===== src/mpr_pkg.sv =====
// Constants for the mode pin and output routing block.
// Assumes a 40 MHz system clock and a 32-bit Avalon-MM register port.
package mpr_pkg;

  // ==========================================================================
  // Timing
  localparam int unsigned CLK_HZ          = 40_000_000;
  localparam int unsigned LOCK_TIME_US    = 1;
  localparam int unsigned LOCK_CYC        = (LOCK_TIME_US * CLK_HZ) / 1_000_000;
  localparam int unsigned SYNC_MIN_HZ     = 50;
  localparam int unsigned SYNC_TIMEOUT    = CLK_HZ / SYNC_MIN_HZ;
  localparam int unsigned DRIFT_PCT       = 30;

  // ==========================================================================
  // Register byte offsets
  localparam logic [7:0] OFS_CTRL   = 8'h00;
  localparam logic [7:0] OFS_STATUS = 8'h04;
  localparam logic [7:0] OFS_EFF    = 8'h08;
  localparam logic [7:0] OFS_MODAL0 = 8'h10;
  localparam logic [7:0] OFS_RATIO0 = 8'h20;

  // ==========================================================================
  // Control fields
  localparam int CTRL_TPF_LSB   = 0;
  localparam int CTRL_STYLE_BIT = 3;
  localparam int CTRL_UNL_BIT   = 4;
  localparam logic [4:0] CTRL_RST = 5'h00;

  // Modal set fields
  localparam int MOD_SHIFT_LSB = 0;
  localparam int MOD_AUX_LSB   = 2;
  localparam int MOD_LOCK_LSB  = 4;
  localparam int MOD_FRAC_BIT  = 6;
  localparam logic [6:0]  MODAL_RST = 7'h00;
  localparam logic [31:0] RATIO_RST = 32'h0010_0000;

  // ==========================================================================
  // Encodings
  localparam logic [1:0] AUX_REF   = 2'b00;
  localparam logic [1:0] AUX_SYNC  = 2'b01;
  localparam logic [1:0] AUX_SYNTH = 2'b10;
  localparam logic [1:0] AUX_LOCK  = 2'b11;

  typedef enum logic [2:0] {
    TPF_DIS_CLK  = 3'b000,
    TPF_DIS_AUX  = 3'b001,
    TPF_DIS_BOTH = 3'b010,
    TPF_RMOD_EN  = 3'b011,
    TPF_AUTO_OFF = 3'b100,
    TPF_RSVD     = 3'b101,
    TPF_FRAC_OVR = 3'b110,
    TPF_AUX_SYN  = 3'b111
  } mpr_tpf_t;

  typedef enum logic [1:0] {
    LK_HOLD = 2'b00,
    LK_WAIT = 2'b01,
    LK_LOCK = 2'b11
  } mpr_lock_t;

endpackage


===== src/mpr_top.sv =====
// Mode pin decoding, output routing and lock supervision.
// Assumes clock inputs and pins are sampled at 40 MHz; the PLL core reports pll_lock_in.
//
// Overview of operation
// - Auxiliary pin carries one of four sources picked by aux_source_select.
// - Encoding 00 reference, 01 sync input, 10 synthesized clock, 11 lock.
// - Lock indicator driver type and polarity come from lock_pin_style.
// - Style 0 push-pull high when unlocked; style 1 open drain low when unlocked.
// - Auxiliary synthesized clock is not assumed phase-aligned with the main output.
// - Functions 001 and 010 let the function pin float the auxiliary driver.
// - Functions 000-010 make the function pin an active-high output disable.
// - 000 disables synthesized output, 001 auxiliary, 010 both.
// - Mode pins pick one of 4 modal sets; global settings are shared.
// - Only function 011 with pin high enables the ratio modifier.
// - Function 100 pin high hands source choice to fraction_source when automatic.
// - Function 110 pin selects static or dynamic ratio unless automatic switching.
// - Function 111 pin high forces auxiliary source to synthesized clock.
// - Enables, 00/10 switches, mode switches and unlock blanking never make runts.
// - Partial periods allowed for source 11 enables and switches touching 01/11.
// - Any mode pin change causes a temporary loss of lock.
// - Function pin change under 011, 100, 101, 110 causes temporary unlock.
// - Discontinuity of the reference drops lock; sync clock loss drops it only while frac_dynamic_q is set.
// - Sync step change or drift beyond 30 percent drops lock.
// - After lock time elapses the configured clock is output.
// - Ratio shift 00 divides by 2 up to 11 dividing by 16.
`timescale 1ns/1ps

module mpr_top
  import mpr_pkg::*;
#(
  parameter int unsigned SYNC_TIMEOUT_CYC = SYNC_TIMEOUT
) (
  input  wire logic        clock,
  input  wire logic        rstn,
  input  wire logic [7:0]  avs_address,
  input  wire logic        avs_read,
  input  wire logic        avs_write,
  input  wire logic [31:0] avs_writedata,
  input  wire logic [3:0]  avs_byteenable,
  output logic      [31:0] avs_readdata,
  output logic             avs_waitrequest,
  input  wire logic        mode_select_low_pin,
  input  wire logic        mode_select_high_pin,
  input  wire logic        function_pin,
  input  wire logic        timing_reference_clock,
  input  wire logic        ref_clock_valid,
  input  wire logic        sync_clock_in,
  input  wire logic        synth_clock_in,
  input  wire logic        pll_lock_in,
  output logic             synth_out_q,
  output logic             synth_oe_q,
  output logic             aux_out_q,
  output logic             aux_oe_q,
  output logic             frac_dynamic_q,
  output logic [31:0]      effective_ratio_q,
  output logic             locked_q
);

  // ==========================================================================
  // Helpers
  function automatic logic [31:0] be_merge(input logic [31:0] old_v,
                                           input logic [31:0] new_v,
                                           input logic [3:0]  be);
    logic [31:0] r;
    r = old_v;
    for (int i = 0; i < 4; i++) begin
      if (be[i]) begin
        r[i*8 +: 8] = new_v[i*8 +: 8];
      end
    end
    return r;
  endfunction

  // Period outside +-30 percent of a reference period
  function automatic logic out_of_band(input logic [23:0] p, input logic [23:0] ref_p);
    logic [31:0] p100;
    logic [31:0] lo;
    logic [31:0] hi;
    p100 = 32'(p) * 32'd100;
    lo   = 32'(ref_p) * 32'(100 - DRIFT_PCT);
    hi   = 32'(ref_p) * 32'(100 + DRIFT_PCT);
    return (p100 < lo) || (p100 > hi);
  endfunction

  // ==========================================================================
  // Register file
  logic [4:0]  ctrl_q;
  logic [6:0]  modal_q [4];
  logic [31:0] ratio_q [4];
  logic [31:0] rd_d;
  logic        wait_q;
  logic        take;
  logic [31:0] status;

  assign avs_waitrequest = wait_q;
  assign take = (avs_read || avs_write) && !wait_q;

  // One wait cycle per access; the accepting edge is the one with waitrequest low
  always_ff @(posedge clock) begin
    if (!rstn) begin
      wait_q <= 1'b1;
    end else begin
      wait_q <= !((avs_read || avs_write) && wait_q);
    end
  end

  always_comb begin
    rd_d = 32'h0000_0000;
    if (avs_address == OFS_CTRL) begin
      rd_d = {27'h0, ctrl_q};
    end else if (avs_address == OFS_STATUS) begin
      rd_d = status;
    end else if (avs_address == OFS_EFF) begin
      rd_d = effective_ratio_q;
    end else if (avs_address[7:4] == OFS_MODAL0[7:4] && avs_address[1:0] == 2'b00) begin
      rd_d = {25'h0, modal_q[avs_address[3:2]]};
    end else if (avs_address[7:4] == OFS_RATIO0[7:4] && avs_address[1:0] == 2'b00) begin
      rd_d = ratio_q[avs_address[3:2]];
    end
  end

  always_ff @(posedge clock) begin
    if (!rstn) begin
      avs_readdata <= 32'h0000_0000;
    end else if (avs_read && wait_q) begin
      avs_readdata <= rd_d;
    end
  end

  logic [31:0] wr_m;
  assign wr_m = be_merge({27'h0, ctrl_q}, avs_writedata, avs_byteenable);

  always_ff @(posedge clock) begin
    if (!rstn) begin
      ctrl_q <= CTRL_RST;
      for (int i = 0; i < 4; i++) begin
        modal_q[i] <= MODAL_RST;
        ratio_q[i] <= RATIO_RST;
      end
    end else if (take && avs_write && avs_address[1:0] == 2'b00) begin
      if (avs_address == OFS_CTRL) begin
        ctrl_q <= wr_m[4:0];
      end else if (avs_address[7:4] == OFS_MODAL0[7:4]) begin
        modal_q[avs_address[3:2]] <=
          7'(be_merge({25'h0, modal_q[avs_address[3:2]]}, avs_writedata, avs_byteenable));
      end else if (avs_address[7:4] == OFS_RATIO0[7:4]) begin
        ratio_q[avs_address[3:2]] <=
          be_merge(ratio_q[avs_address[3:2]], avs_writedata, avs_byteenable);
      end
    end
  end

  // ==========================================================================
  // Pin synchronizers
  logic [2:0] pin_s1_q;
  logic [2:0] pin_s2_q;
  logic [2:0] pin_s3_q;

  always_ff @(posedge clock) begin
    if (!rstn) begin
      pin_s1_q <= 3'h0;
      pin_s2_q <= 3'h0;
      pin_s3_q <= 3'h0;
    end else begin
      pin_s1_q <= {function_pin, mode_select_high_pin, mode_select_low_pin};
      pin_s2_q <= pin_s1_q;
      pin_s3_q <= pin_s2_q;
    end
  end

  // ==========================================================================
  // Mode decode
  mpr_tpf_t    tpf;
  logic [1:0]  mode;
  logic        fpin;
  logic [6:0]  set;
  logic        style;
  logic        unl_en;
  logic        auto_cfg;
  logic        auto_on;
  logic        frac_d;
  logic        rmod_en;
  logic [1:0]  ratio_idx;
  logic [31:0] sel_ratio;
  logic        sync_present_q;

  assign tpf    = mpr_tpf_t'(ctrl_q[CTRL_TPF_LSB +: 3]);
  assign style  = ctrl_q[CTRL_STYLE_BIT];
  assign unl_en = ctrl_q[CTRL_UNL_BIT];
  assign mode   = pin_s2_q[1:0];
  assign fpin   = pin_s2_q[2];
  assign set    = modal_q[mode];
  assign auto_cfg = set[MOD_LOCK_LSB +: 2] != mode;
  assign auto_on  = auto_cfg && !(tpf == TPF_AUTO_OFF && fpin);
  assign rmod_en  = (tpf == TPF_RMOD_EN) && fpin;

  always_comb begin
    if (auto_on) begin
      frac_d = sync_present_q;
    end else if (tpf == TPF_FRAC_OVR) begin
      frac_d = fpin;
    end else begin
      frac_d = set[MOD_FRAC_BIT];
    end
  end

  assign ratio_idx = (auto_on && sync_present_q) ? set[MOD_LOCK_LSB +: 2] : mode;
  assign sel_ratio = ratio_q[ratio_idx];

  always_ff @(posedge clock) begin
    if (!rstn) begin
      frac_dynamic_q    <= 1'b0;
      effective_ratio_q <= RATIO_RST;
    end else begin
      frac_dynamic_q <= frac_d;
      if (rmod_en) begin
        effective_ratio_q <= ratio_q[ratio_idx] >> (3'(set[MOD_SHIFT_LSB +: 2]) + 3'd1);
      end else begin
        effective_ratio_q <= ratio_q[ratio_idx];
      end
    end
  end

  // ==========================================================================
  // Sync clock supervision
  logic        sync_prev_q;
  logic [23:0] per_cnt_q;
  logic [23:0] start_per_q;
  logic [23:0] last_per_q;
  logic        have_start_q;
  logic        sync_edge;
  logic        sync_bad;
  logic        sync_lost;

  assign sync_edge = sync_clock_in && !sync_prev_q;
  assign sync_lost = per_cnt_q == 24'(SYNC_TIMEOUT_CYC);
  assign sync_bad  = sync_edge && have_start_q &&
                     (out_of_band(per_cnt_q, start_per_q) ||
                      out_of_band(per_cnt_q, last_per_q));

  always_ff @(posedge clock) begin
    if (!rstn) begin
      sync_prev_q    <= 1'b0;
      per_cnt_q      <= 24'h00_0000;
      start_per_q    <= 24'h00_0000;
      last_per_q     <= 24'h00_0000;
      have_start_q   <= 1'b0;
      sync_present_q <= 1'b0;
    end else begin
      sync_prev_q <= sync_clock_in;
      if (sync_edge) begin
        per_cnt_q      <= 24'h00_0001;
        last_per_q     <= per_cnt_q;
        sync_present_q <= sync_present_q || per_cnt_q != 24'h00_0000;
        if (!have_start_q && sync_present_q) begin
          start_per_q  <= per_cnt_q;
          have_start_q <= 1'b1;
        end else if (sync_bad) begin
          have_start_q <= 1'b0;
        end
      end else if (sync_lost) begin
        sync_present_q <= 1'b0;
        have_start_q   <= 1'b0;
        per_cnt_q      <= 24'h00_0000;
      end else if (per_cnt_q != 24'h00_0000) begin
        per_cnt_q <= per_cnt_q + 24'h00_0001;
      end
    end
  end

  // ==========================================================================
  // Lock supervision
  mpr_lock_t   lk_q;
  logic [15:0] hold_q;
  logic        mode_chg;
  logic        func_chg;
  logic        unlock_ev;

  assign mode_chg = pin_s2_q[1:0] != pin_s3_q[1:0];
  assign func_chg = (pin_s2_q[2] != pin_s3_q[2]) &&
                    (tpf inside {TPF_RMOD_EN, TPF_AUTO_OFF, TPF_RSVD, TPF_FRAC_OVR});
  assign unlock_ev = mode_chg || func_chg || !ref_clock_valid || sync_bad ||
                     (sync_lost && frac_dynamic_q);

  always_ff @(posedge clock) begin
    if (!rstn) begin
      lk_q   <= LK_HOLD;
      hold_q <= 16'(LOCK_CYC);
    end else if (unlock_ev) begin
      lk_q   <= LK_HOLD;
      hold_q <= 16'(LOCK_CYC);
    end else begin
      unique case (lk_q)
        LK_HOLD: begin
          if (hold_q == 16'h0001) begin
            lk_q <= LK_WAIT;
          end
          hold_q <= hold_q - 16'h0001;
        end
        LK_WAIT: begin
          if (pll_lock_in) begin
            lk_q <= LK_LOCK;
          end
        end
        LK_LOCK: begin
          if (!pll_lock_in) begin
            lk_q <= LK_WAIT;
          end
        end
        default: begin
          lk_q <= LK_HOLD;
        end
      endcase
    end
  end

  always_ff @(posedge clock) begin
    if (!rstn) begin
      locked_q <= 1'b0;
    end else begin
      locked_q <= (lk_q == LK_LOCK) && !unlock_ev;
    end
  end

  // ==========================================================================
  // Synthesized clock output
  logic clk_dis;
  logic clk_run_q;

  assign clk_dis = fpin && (tpf == TPF_DIS_CLK || tpf == TPF_DIS_BOTH);

  // Gates change only while the clock is low, so no runt can escape
  always_ff @(posedge clock) begin
    if (!rstn) begin
      clk_run_q   <= 1'b0;
      synth_oe_q  <= 1'b0;
      synth_out_q <= 1'b0;
    end else begin
      if (!synth_clock_in) begin
        clk_run_q  <= locked_q || unl_en;
        synth_oe_q <= !clk_dis;
      end
      synth_out_q <= clk_run_q && synth_clock_in;
    end
  end

  // ==========================================================================
  // Auxiliary output
  function automatic logic src_val(input logic [1:0] s, input logic r, input logic y,
                                   input logic c, input logic l);
    unique case (s)
      AUX_REF:   return r;
      AUX_SYNC:  return y;
      AUX_SYNTH: return c;
      default:   return !l;
    endcase
  endfunction

  logic [1:0] aux_tgt;
  logic [1:0] aux_act_q;
  logic       aux_en_q;
  logic       aux_dis;
  logic       cur_v;
  logic       tgt_v;
  logic       glitchless;

  assign aux_tgt = (tpf == TPF_AUX_SYN && fpin) ? AUX_SYNTH : set[MOD_AUX_LSB +: 2];
  assign aux_dis = fpin && (tpf == TPF_DIS_AUX || tpf == TPF_DIS_BOTH);
  assign cur_v = src_val(aux_act_q, timing_reference_clock, sync_clock_in,
                         synth_clock_in, locked_q);
  assign tgt_v = src_val(aux_tgt, timing_reference_clock, sync_clock_in,
                         synth_clock_in, locked_q);
  assign glitchless = !aux_act_q[0] && !aux_tgt[0];

  always_ff @(posedge clock) begin
    if (!rstn) begin
      aux_act_q <= AUX_REF;
      aux_en_q  <= 1'b0;
    end else begin
      if (aux_tgt != aux_act_q && (!glitchless || (!cur_v && !tgt_v))) begin
        aux_act_q <= aux_tgt;
      end
      if (!cur_v || aux_act_q == AUX_LOCK) begin
        aux_en_q <= !aux_dis;
      end
    end
  end

  // Own register stage: phase may differ from the main synthesized pin
  always_ff @(posedge clock) begin
    if (!rstn) begin
      aux_out_q <= 1'b0;
      aux_oe_q  <= 1'b0;
    end else if (!aux_en_q) begin
      aux_out_q <= 1'b0;
      aux_oe_q  <= 1'b0;
    end else if (aux_act_q == AUX_LOCK && style) begin
      aux_out_q <= 1'b0;
      aux_oe_q  <= !locked_q;
    end else begin
      aux_out_q <= cur_v;
      aux_oe_q  <= 1'b1;
    end
  end

  assign status = {20'h0, lk_q, sync_present_q, aux_act_q, rmod_en, auto_on,
                   frac_dynamic_q, locked_q, fpin, mode};

  // ==========================================================================
  // Checks
  a_aux_push_pull: assert property (@(posedge clock) disable iff (!rstn)
    (aux_en_q && aux_act_q == AUX_LOCK && !style) |=> (aux_oe_q && aux_out_q == !$past(locked_q)))
    else $error("push-pull lock level wrong");
  a_aux_open_drain: assert property (@(posedge clock) disable iff (!rstn)
    (aux_en_q && aux_act_q == AUX_LOCK && style) |=> (!aux_out_q && aux_oe_q == !$past(locked_q)))
    else $error("open-drain lock level wrong");
  a_aux_hiz_off: assert property (@(posedge clock) disable iff (!rstn)
    (aux_dis && aux_act_q == AUX_LOCK) ##1 1'b1 |=> !aux_oe_q)
    else $error("aux not floated when disabled");
  a_mode_change_unlock: assert property (@(posedge clock) disable iff (!rstn)
    mode_chg |=> (lk_q == LK_HOLD && !locked_q) ##1 !locked_q)
    else $error("mode change kept lock");
  a_func_change_unlock: assert property (@(posedge clock) disable iff (!rstn)
    func_chg |=> !locked_q)
    else $error("function pin change kept lock");
  a_rmod_gate: assert property (@(posedge clock) disable iff (!rstn)
    !rmod_en |=> effective_ratio_q == $past(sel_ratio))
    else $error("ratio modified without enable");
  a_frac_override: assert property (@(posedge clock) disable iff (!rstn)
    (!auto_on && tpf == TPF_FRAC_OVR) |=> frac_dynamic_q == $past(fpin))
    else $error("override not applied");
  a_clk_no_runt: assert property (@(posedge clock) disable iff (!rstn)
    ($rose(synth_oe_q) || $changed(clk_run_q)) |-> !$past(synth_clock_in))
    else $error("output gate moved while clock high");
  a_bus_one_wait: assert property (@(posedge clock) disable iff (!rstn)
    ((avs_read || avs_write) && wait_q) |=> !wait_q ##1 wait_q)
    else $error("bus answer timing wrong");

  c_lock_reached: cover property (@(posedge clock) disable iff (!rstn) $rose(locked_q));
  c_aux_switch: cover property (@(posedge clock) disable iff (!rstn)
    $changed(aux_act_q) && aux_act_q == AUX_SYNTH);
  c_sync_drift: cover property (@(posedge clock) disable iff (!rstn) sync_bad);

endmodule


===== config.mk =====
export PLATFORM = sky130hd
export DESIGN_NAME = mpr_top
export DESIGN_NICKNAME = d
export VERILOG_FILES = /design/src/mpr_pkg.sv /design/src/mpr_top.sv
export SDC_FILE = /design/constraint.sdc
export NUM_CORES = 1
export LEC_CHECK = 0
export ABC_AREA = 1
export BUFFER_PORTS_ARGS = -buffer_cell sky130_fd_sc_hd__buf_2
export CAP_MARGIN = 10
export CELL_PAD_IN_SITES_DETAIL_PLACEMENT = 0
export CELL_PAD_IN_SITES_GLOBAL_PLACEMENT = 1
export CORE_MARGIN = 2
export CORE_UTILIZATION = 30
export CTS_CLUSTER_SIZE = 10
export DETAILED_ROUTE_END_ITERATION = 16
export HOLD_SLACK_MARGIN = 0.06
export PLACE_DENSITY_LB_ADDON = 0.1
export SLEW_MARGIN = 10
export SYNTH_ARGS = -nofsm -noshare
export SYNTH_HDL_FRONTEND = slang
export SYNTH_SLANG_ARGS = --single-unit

===== constraint.sdc =====
create_clock -name clock -period 7.25 [get_ports clock]
set_input_delay 1.45 -clock clock [delete_from_list [all_inputs] [get_ports clock]]
set_output_delay 1.45 -clock clock [all_outputs]
set_load 0.1 [all_outputs]

-- Yosys cells after proc, flatten, opt, wreduce, memory -nomap -nowiden
Memory sizes are Yosys's and may differ from the RTL's. A register that Yosys moved wholly into a read port is not among the register bits.
Cells that the tools add are included.
- bits in registers: 182
- bits in writable memories: 156
- bits of input ports: 56
- logic and storage cells: 218
- memories kept: 2
- memory list (name ; words ; bits a word ; read ports ; clocked after Yosys merged registers in ; write ports ; line ; source):
    ratio_q ; 4 ; 32 ; 2 ; 0 ; 4 ; mpr_top.sv:89 ; logic [31:0] ratio_q [4];
    modal_q ; 4 ; 7 ; 2 ; 1 ; 4 ; mpr_top.sv:88 ; logic [6:0] modal_q [4];
- add/sub/neg operators: 3
- $mul: 5
- magnitude comparators: 4
- equality and inequality tests: 28
- shift-type cells: 1
- mux-type cells: 73
- bitwise operators: 2
- reduce and logical (&&, ||, !) cells: 75
- operators with widths (operator ; count):
    two-way mux 32 bit ; 7
    two-way mux 8 bit ; 24
    greater-than comparator 31 x 32 -> 1 bit ; 2
    less-than comparator 31 bit ; 2
    multiplier 24 x 7 -> 31 bit (second input constant) ; 2
    multiplier 24 x 6 -> 30 bit (second input constant) ; 2
    two-way mux 7 bit ; 6
    OR reduction 32 bit ; 1
    >> shifter 32 x 3 -> 32 bit ; 1
    multiplier 24 x 5 -> 29 bit (second input constant) ; 1
    logical AND 1 bit ; 26
    two-way mux 1 bit ; 25
    adder 24 x 1 -> 24 bit (second input constant) ; 1
    == test 24 x 20 -> 1 bit (second input constant) ; 1
    nonzero test 24 bit ; 1
    == test 16 x 1 -> 1 bit (second input constant) ; 1
    two-way mux 2 bit ; 8
    subtractor 16 x 1 -> 16 bit (second input constant) ; 1
    logical NOT 1 bit ; 15
    logical OR 1 bit ; 14
    == test 3 bit (second input constant) ; 4
    == test 2 bit (second input constant) ; 4
    == test 8 x 3 -> 1 bit (second input constant) ; 1
    == test 8 x 4 -> 1 bit (second input constant) ; 1
    24 further kinds ; 40

-- Longest topological paths before layout
Gate-level depths: netlist (run 1).
- word-level depth: 9
- mapped depth: 36
- gate-level depth less buffers: 36

-- Worst setup path before layout (run 1)
Ideal clock, no wire load.
- kind: input port to flip-flop
- start: in avs_address[3]
- end: mem ratio_q[2][0] (enable)
- library setup time: 466 ps
- data arrival time: 4603 ps
- data required time: 6784 ps
- path slack: 2182 ps
- cell stages on the path: 6
- cell sequence: inv_1 nor2_1 inv_1 clkbuf_1 clkbuf_1 o21ai_0
- RTL lines (what ; line ; source):
    from (decl) ; mpr_top.sv:35 ; input wire logic [7:0] avs_address,
    to (decl) ; mpr_top.sv:89 ;

-- Final worst setup path (run 1)
- start: reg per_cnt_q[2]
- end: reg hold_q[5]
- cells in the longest elaborated chain, start to end: 8
- elaborated cells on any way between the ends: 14
- those cells by class: 1 x mul; 4 x order compare; 1 x eq/ne; 8 x reduce/logical
- RTL lines (what ; line ; source):
    from (decl) ; mpr_top.sv:227 ; logic [23:0] per_cnt_q;
    from (signal assigned) ; mpr_top.sv:266 ; per_cnt_q <= per_cnt_q + 24'h00_0001;
    multiplier 24 x 5 -> 29 bit ; mpr_top.sv:79 ; p100 = 32'(p) * 32'd100;
    greater-than comparator 31 x 32 -> 1 bit or less-than comparator 31 bit (tied branches) ; mpr_top.sv:82 ; return (p100 < lo) || (p100 > hi);
    logical OR 1 bit ; mpr_top.sv:82 ;
    logical OR 1 bit ; mpr_top.sv:238 ; (out_of_band(per_cnt_q, start_per_q) ||
    logical AND 1 bit ; mpr_top.sv:237 ; assign sync_bad = sync_edge && have_start_q &&
    logical OR 1 bit ; mpr_top.sv:282 ; assign unlock_ev = mode_chg || func_chg || !ref_clock_valid || sync_bad ||
    logical OR 1 bit (*) ; mpr_top.sv:282 ;
    OR reduction 2 bit (no source line) (*) ; -- ;
    to (signal assigned) ; mpr_top.sv:288 ; hold_q <= 16'(LOCK_CYC);
    to (signal assigned) ; mpr_top.sv:291 ; hold_q <= 16'(LOCK_CYC);
    to (signal assigned) ; mpr_top.sv:298 ; hold_q <= hold_q - 16'h0001;
    to (decl) ; mpr_top.sv:274 ; logic [15:0] hold_q;
Every way passes the cells marked *; elsewhere a longest branch is shown, timed or not.
A chain may end at the register's enable or synchronous reset.

==> run_results.csv, run 1 <==
group,metric,value,unit
worst_setup_path,path_class,"reg -> reg",
sta,holdWs,0.414,ns
synthesis,syn_nets,4322,
worst_setup_path,slowest_delay,0.56,ns
placed_design,globalplace.congestion,0.811,
synthesis,synth-main-ff-cell,"dfxtp_1",
synthesis,synthAdderAreaFrac,0.223,
synthesis,synth_area_per_cell,7.59,um2
synthesis,ys_ff_latch,338,
sta,finalSetupTns,0,ns
cts,insertion_delay,0.61,ns
synthesis,synth_top_family_by_area,"adder cells",
final_layout,multiInputGateArea,17600,um2
cts,cts_tree,"yes",
cts,clockBufferDepth,3,
synthesis,netlist_instances,3790,
sta,slew-limit-headroom,0.247,
drt,drtIter0Drc,1242,
final_layout,instances_no_fill,5198,
cts,hold_buffers,0,
sta,clock_skew,0.0194,ns
global_route,first_global_vias,24808,
synthesis,yosys_warnings,0,
global_route,grt_usage,0.201,
synthesis,synth-compound-area-share,0.153,
sta,finalSetupViolations,0,
synthesis,syn_area,28800,um2
placed_design,numPortBuffers,126,
drt,wl_per_cell,19.2,um
final_layout,areaGrowthSynthToFinish,12.4,%
floorplan,dieHeight,314,um
worst_hold_path,hold_path.class,"reg -> reg",
cts,cts_resized,0,
drt,first_pass_iters,5,
worst_setup_path,endpoint_kind,"flop",
synthesis,synth_edf_count,156,
floorplan,ios,127,
drt,drc,0,
synthesis,synth_simple_gate_area_frac,0.187,
worst_setup_path,slowest_stage,"dfxtp_1",
final_layout,final_nets,4428,
sta,fin_crit_sh,0.902,
synthesis,ys_top_cells_by_area,"ha_1, edfxtp_1, dfxtp_1",
worst_setup_path,cp-start-kind,"flop",
drt,avgViaCountPerCell,4.78,
sta,rsz0062_at_grt,"no",
final_layout,diodes,0,
cts,numCtsBuffers,45,
power,p_per_area,173,nW/um2
worst_setup_path,cp_max_fo,19,
sta,fin_crit,6.54,ns
synthesis,muxShareOfSynthArea,0.00731,
global_route,antenna_found_initial,1,
final_layout,mostFrequentLayoutCell,"nand2_1",
floorplan,initial_utilization,0.303,
sta,hold_viol_final,0,
placed_design,dp_hpwl,75700,um
drt,postRouteWirelength,99700,um
cts,path_clk_slew,0.06,ns
power,vdd_drop_max,156,uV
cts,cts.sinks,338,
synthesis,yosysUniqueCellTypes,58,
cts,h-tree-depth,2,
synthesis,synth_xor_area_frac,0.0365,
global_route,grt_pass1_wl,152000,um
cts,cts_root_buf,"clkbuf_16",
global_route,grt_max_degree,74,
sta,worst_pin_slew,1.13,ns
final_layout,fillCellCount,10460,
job,maxCapViolations,0,
final_layout,final_cell_mix,"nand2_1, inv_1, ha_1, nor2_1, a21oi_1",
final_layout,final-seq-area,8330,um2
floorplan,core_area,95000,um2
placed_design,dp.cells,5114,
worst_setup_path,cp.required,7.74,ns
cts,cts_setup_buffers,0,
power,p_leak,15.7,nW
floorplan,die_w,314,um
sta,timing.fmax,153,MHz
worst_setup_path,worstPathArrival,7.03,ns
global_route,grt_overflow,0,
status,status,"complete, no violations",
synthesis,synth-seq-area-share,0.290,
drt,postRouteAntennaNets,0,
sta,slew_violations,0,
synthesis,synth_top_area_share,0.181,
final_layout,final_layout_size_suffix_gt1_frac,0.0730,
floorplan,rows,113,
synthesis,synthArstFlopShare,0,
floorplan,die-area,98400,um2
synthesis,yosysTopAreaCell,"ha_1",
drt,vias,24827,
-- final timing paths --
check          startpoint          end  slack (ns)  depth (start not counted)
max reg2reg  per_cnt_q[2]    hold_q[5]        0.71                         29
max          per_cnt_q[2]    hold_q[5]        0.71                         29
min           pin_s1_q[0]  pin_s2_q[0]        0.41                          2
min reg2reg   pin_s1_q[0]  pin_s2_q[0]        0.41                          2
-- final cells by class --
cell class / count / share of cell area
Multi-Input combinational cell: 2673 / 0.543
Timing Repair Buffer: 166 / 0.0289
Sequential cell: 338 / 0.257
Tap cell: 1265 / 0.0489
Clock inverter: 9 / 0.00383
Inverter: 672 / 0.0781
Clock buffer: 75 / 0.0402
-- cell usage after synthesis, drive strengths merged (3+ instances only) --
cell,number
a211oi,24
a21o,3
a21oi,302
a221oi,35
a22o,22
a31oi,15
and3,3
buf,34
clkbuf,73
clkinv,5
dfxtp,182
edfxtp,156
fa,61
ha,415
inv,667
mux2i,21
nand2,766
nand3,91
nand3b,6
nand4,29
nor2,365
nor3,34
nor4,12
o211ai,71
o21a,30
o21ai,157
o21bai,14
o221ai,5
o22ai,42
or2,12
xnor2,54
xor2,66
-- metal layers --
metal / share of wire / vias to the layer above / track usage / routed length [um]
met1: 0.45 / 11615 / 0.256 / 45000
li1: - / 12763 / - / -
met3: 0.026 / 101 / 0.0182 / 2570
met2: 0.50 / 348 / 0.369 / 50200
met4: 0.019 / 0 / 0.0434 / 1920
met5: 0 / - / 0 / 0
-- registers in the layout, summed over array words and instances (netlist names), 5 cells and up --
| name | count |
|---|---|
| ratio_q | 128 |
| avs_readdata | 32 |
| effective_ratio_q | 32 |
| modal_q | 28 |
| last_per_q | 24 |
| per_cnt_q | 24 |
| start_per_q | 24 |
| hold_q | 16 |
| ctrl_q | 5 |
-- logic make-up (layout without fill, tap and decap cells) --
kind of cell               Yosys count  count (layout)
buffers and inverters              779             922
AOI/OAI and AO/OA                  736             736
muxes                               21              21
and+or+nand+nor                   1320            1320
xor gates and xnor gates           120             120
DFF                                338             338
adders and majority gates          476             476
-- power breakdown --
part | total, W | internal, W | switching [W]
Sequential | 0.00215 | 0.00207 | 0.0000837
Clock | 0.00219 | 0.00126 | 0.000928
Combinational | 0.00127 | 0.000387 | 0.000881
Total | 0.00561 | 0.00372 | 0.00189
-- worst max-delay path: cells and delay by family (launching register included) --
| kind | cells | cell delay, ns |
|---|---|---|
| xor+xnor | 1 | 0.52 |
| compound gates | 6 | 1.20 |
| fa+ha+maj | 5 | 1.68 |
| flops | 1 | 0.56 |
| buf+inv | 2 | 0.19 |
| simple gates | 15 | 2.26 |
-- per-stage QoR --
stage	util	area (um2)	setup slack, ns	total power [W]
6_report	0.340	32300	0.709	0.00561
3_3_place_gp	0.325	30900	0.658	0.00349
2_1_floorplan	-	28800	2.18	0.00307
3_5_place_dp	0.325	30900	0.622	0.00348
5_1_grt	0.340	32300	0.00609	0.00592
4_1_cts	0.340	32300	0.594	0.00571
Power figures use the tool's default switching activity.
==> run 2: changes to the inputs <==
--- a/config.mk
+++ b/config.mk
@@ -6,7 +6,7 @@
 export NUM_CORES = 1
 export LEC_CHECK = 0
 export ABC_AREA = 1
-export BUFFER_PORTS_ARGS = -buffer_cell sky130_fd_sc_hd__buf_2
+export BUFFER_PORTS_ARGS = -buffer_cell sky130_fd_sc_hd__clkbuf_2
 export CAP_MARGIN = 10
 export CELL_PAD_IN_SITES_DETAIL_PLACEMENT = 0
 export CELL_PAD_IN_SITES_GLOBAL_PLACEMENT = 1
@@ -15,6 +15,7 @@
 export CTS_CLUSTER_SIZE = 10
 export DETAILED_ROUTE_END_ITERATION = 16
 export HOLD_SLACK_MARGIN = 0.06
+export MAX_ROUTING_LAYER = met4
 export PLACE_DENSITY_LB_ADDON = 0.1
 export SLEW_MARGIN = 10
 export SYNTH_ARGS = -nofsm -noshare
==> run 2 against run 1 <==
Sequential power barely moved. Worst hold slack got worse by 0.0038 ns. First-iteration DRC count rose by 7.3%. Utilization rose by 0.13 points. Global-route usage rose by 0.84 points. Fmax fell by 0.35%. Critical path depth rose by 1. Cell area rose by 0.37%. Die area did not move. Flip-flop and latch count did not move. Sequential share of layout area fell by 0.094 points. Critical path type unchanged. Largest power group unchanged.
==> run_results.csv, run 2 (same netlist as run 1, synthesis figures left out) <==
group,metric,value,unit
status,status,"complete, no violations",
floorplan,die_w,314,um
cts,clockBufferDepth,3,
final_layout,mostFrequentLayoutCell,"nand2_1",
worst_setup_path,worst-r2r-cell-count,30,
global_route,grt_overflow,0,
power,p_seq_frac,0.375,
power,clock_power_share,0.403,
placed_design,numPortBuffers,126,
power,p_leak,15.7,nW
global_route,grt_pass1_wl,153000,um
sta,hold_viol_final,0,
final_layout,design_area,32500,um2
sta,finalSetupViolations,0,
drt,drc,0,
cts,cts_setup_buffers,0,
global_route,grt_max_degree,74,
sta,fin_crit_sh,0.905,
final_layout,top_regs,"ratio_q x128, avs_readdata x32, effective_ratio_q x32",
worst_setup_path,path_class,"reg -> reg",
worst_setup_path,cp.required,7.79,ns
sta,worst_pin_slew,1.15,ns
worst_hold_path,hold_path_depth,2,
drt,vias,24908,
final_layout,final_nets,4432,
cts,h-tree-depth,2,
sta,fin_crit,6.56,ns
cts,insertion_delay,0.64,ns
floorplan,ios,127,
sta,slew-limit-headroom,0.231,
global_route,antenna_found_initial,0,
power,p_per_area,177,nW/um2
worst_hold_path,hold_path.class,"reg -> reg",
cts,cts_tree,"yes",
final_layout,areaGrowthSynthToFinish,12.8,%
global_route,first_global_vias,25021,
placed_design,dp_slack,0.669,ns
drt,drtIter0Drc,1333,
final_layout,final_cell_mix,"nand2_1, inv_1, ha_1, nor2_1, a21oi_1",
worst_hold_path,hold_path_end,"pin_s2_q[1]",
final_layout,diodes,0,
cts,hold_buffers,0,
worst_setup_path,slowest_delay,0.59,ns
floorplan,dieHeight,314,um
power,p_switching,0.00194,W
cts,cts_root_buf,"clkbuf_16",
floorplan,initial_utilization,0.303,
worst_setup_path,worstReg2RegStart,"per_cnt_q[2]",
cts,cts_resized,0,
sta,clock_skew,0.0363,ns
sta,timing.fmax,152,MHz
worst_setup_path,cp-start-kind,"flop",
worst_setup_path,cpMostUsedCell,"a21oi_1",
drt,wl_per_cell,19.4,um
power,p_comb_frac,0.222,
final_layout,largest-register,"ratio_q",
placed_design,globalplace.congestion,0.821,
placed_design,post_dp_cell_area,30900,um2
worst_setup_path,timing.rr.end,"hold_q[10]",
drt,first_pass_iters,5,
floorplan,core_area,95000,um2
power,vdd_drop_max,154,uV
worst_setup_path,endpoint_kind,"flop",
drt,avgViaCountPerCell,4.79,
worst_setup_path,rrSetupSlack,0.69,ns
power,p_int,0.00379,W
final_layout,largest_reg_flops,128,
global_route,grt_usage,0.210,
power,switching_share,0.339,
cts,cts.sinks,338,
job,maxCapViolations,0,
placed_design,dp_hpwl,76200,um
worst_setup_path,slowest_stage,"dfxtp_1",
drt,postRouteWirelength,101000,um
floorplan,rows,113,
sta,slew_violations,0,
sta,rsz0062_at_grt,"no",
floorplan,die-area,98400,um2
sta,finalSetupTns,0,ns
final_layout,final_layout_size_suffix_gt1_frac,0.0754,
drt,postRouteAntennaNets,0,
cts,numCtsBuffers,46,
worst_setup_path,cp_max_fo,13,
worst_hold_path,hold_path.startpoint,"pin_s1_q[1]",
worst_setup_path,worstPathArrival,7.10,ns
sta,holdWs,0.410,ns
cts,path_clk_slew,0.06,ns
sta,worst_slack,0.686,ns
==> run 2: changes by cell type in the layout (fill, tap and decap cells not counted), sizes merged <==
| cell | previous run | this run |
|---|---|---|
| buf | 166 | 44 |
| clkbuf | 75 | 197 |
| clkinv | 12 | 15 |
| clkinvlp | 0 | 2 |
| bufinv | 1 | 2 |
| inv | 668 | 667 |
==> run 2: stage by stage <==
stage          instances  power (W)  utilization
2_1_floorplan       3790    0.00307            -
3_3_place_gp        5117    0.00349        0.326
3_5_place_dp        5117    0.00348        0.326
4_1_cts             5203    0.00584        0.342
5_1_grt             5203    0.00604        0.342
6_report            5203    0.00573        0.342
==> run 2: area by class of cell <==
| class | instances | area (um2) |
|---|---|---|
| inverter | 672 | 2520 |
| fill | 10326 | 62600 |
| clock buffer | 72 | 1320 |
| timing repair buffer | 169 | 956 |
| multi-input combinational | 2673 | 17600 |
| tap | 1265 | 1580 |
| clock inverter | 14 | 200 |
| sequential | 338 | 8330 |
==> run 2: worst max path at each step <==
stage                     slack (ns)            end           start  cells past startpoint
after detailed placement        0.67     hold_q[10]    per_cnt_q[2]                     30
after CTS                       0.64     hold_q[10]    per_cnt_q[2]                     30
after global placement          0.81     hold_q[10]    per_cnt_q[2]                     30
after global routing            0.03     hold_q[12]    per_cnt_q[2]                     30
final                           0.69     hold_q[10]    per_cnt_q[2]                     30
after floorplan                 2.18  ratio_q[2][0]  avs_address[3]                      6
==> run 2: critical path: cells and delay by family (launching register included) <==
family                     cells  cell delay [ns]
and+or+nand+nor               14             1.87
adders and majority gates      5             1.69
buffers and inverters          3             0.48
AOI/OAI and AO/OA              7             1.34
DFF                            1             0.59
xor gates and xnor gates       1             0.51
==> run 2: metal layers <==
layer	up-vias	global-route usage	wire [um]
met4	0	0.0468	2130
met1	11649	0.258	45300
met2	382	0.370	50300
met3	118	0.0206	3040
li1	12759	-	-
met5	-	-	0
==> run 2: power by group through the flow <==
stage                     clock [W]  sequential (W)  combinational, W
after CTS                   0.00239         0.00215           0.00130
after global placement            0         0.00219           0.00130
after detailed placement          0         0.00219           0.00129
final                       0.00231         0.00215           0.00127
after global routing        0.00245         0.00216           0.00143
after floorplan                   0         0.00230          0.000767
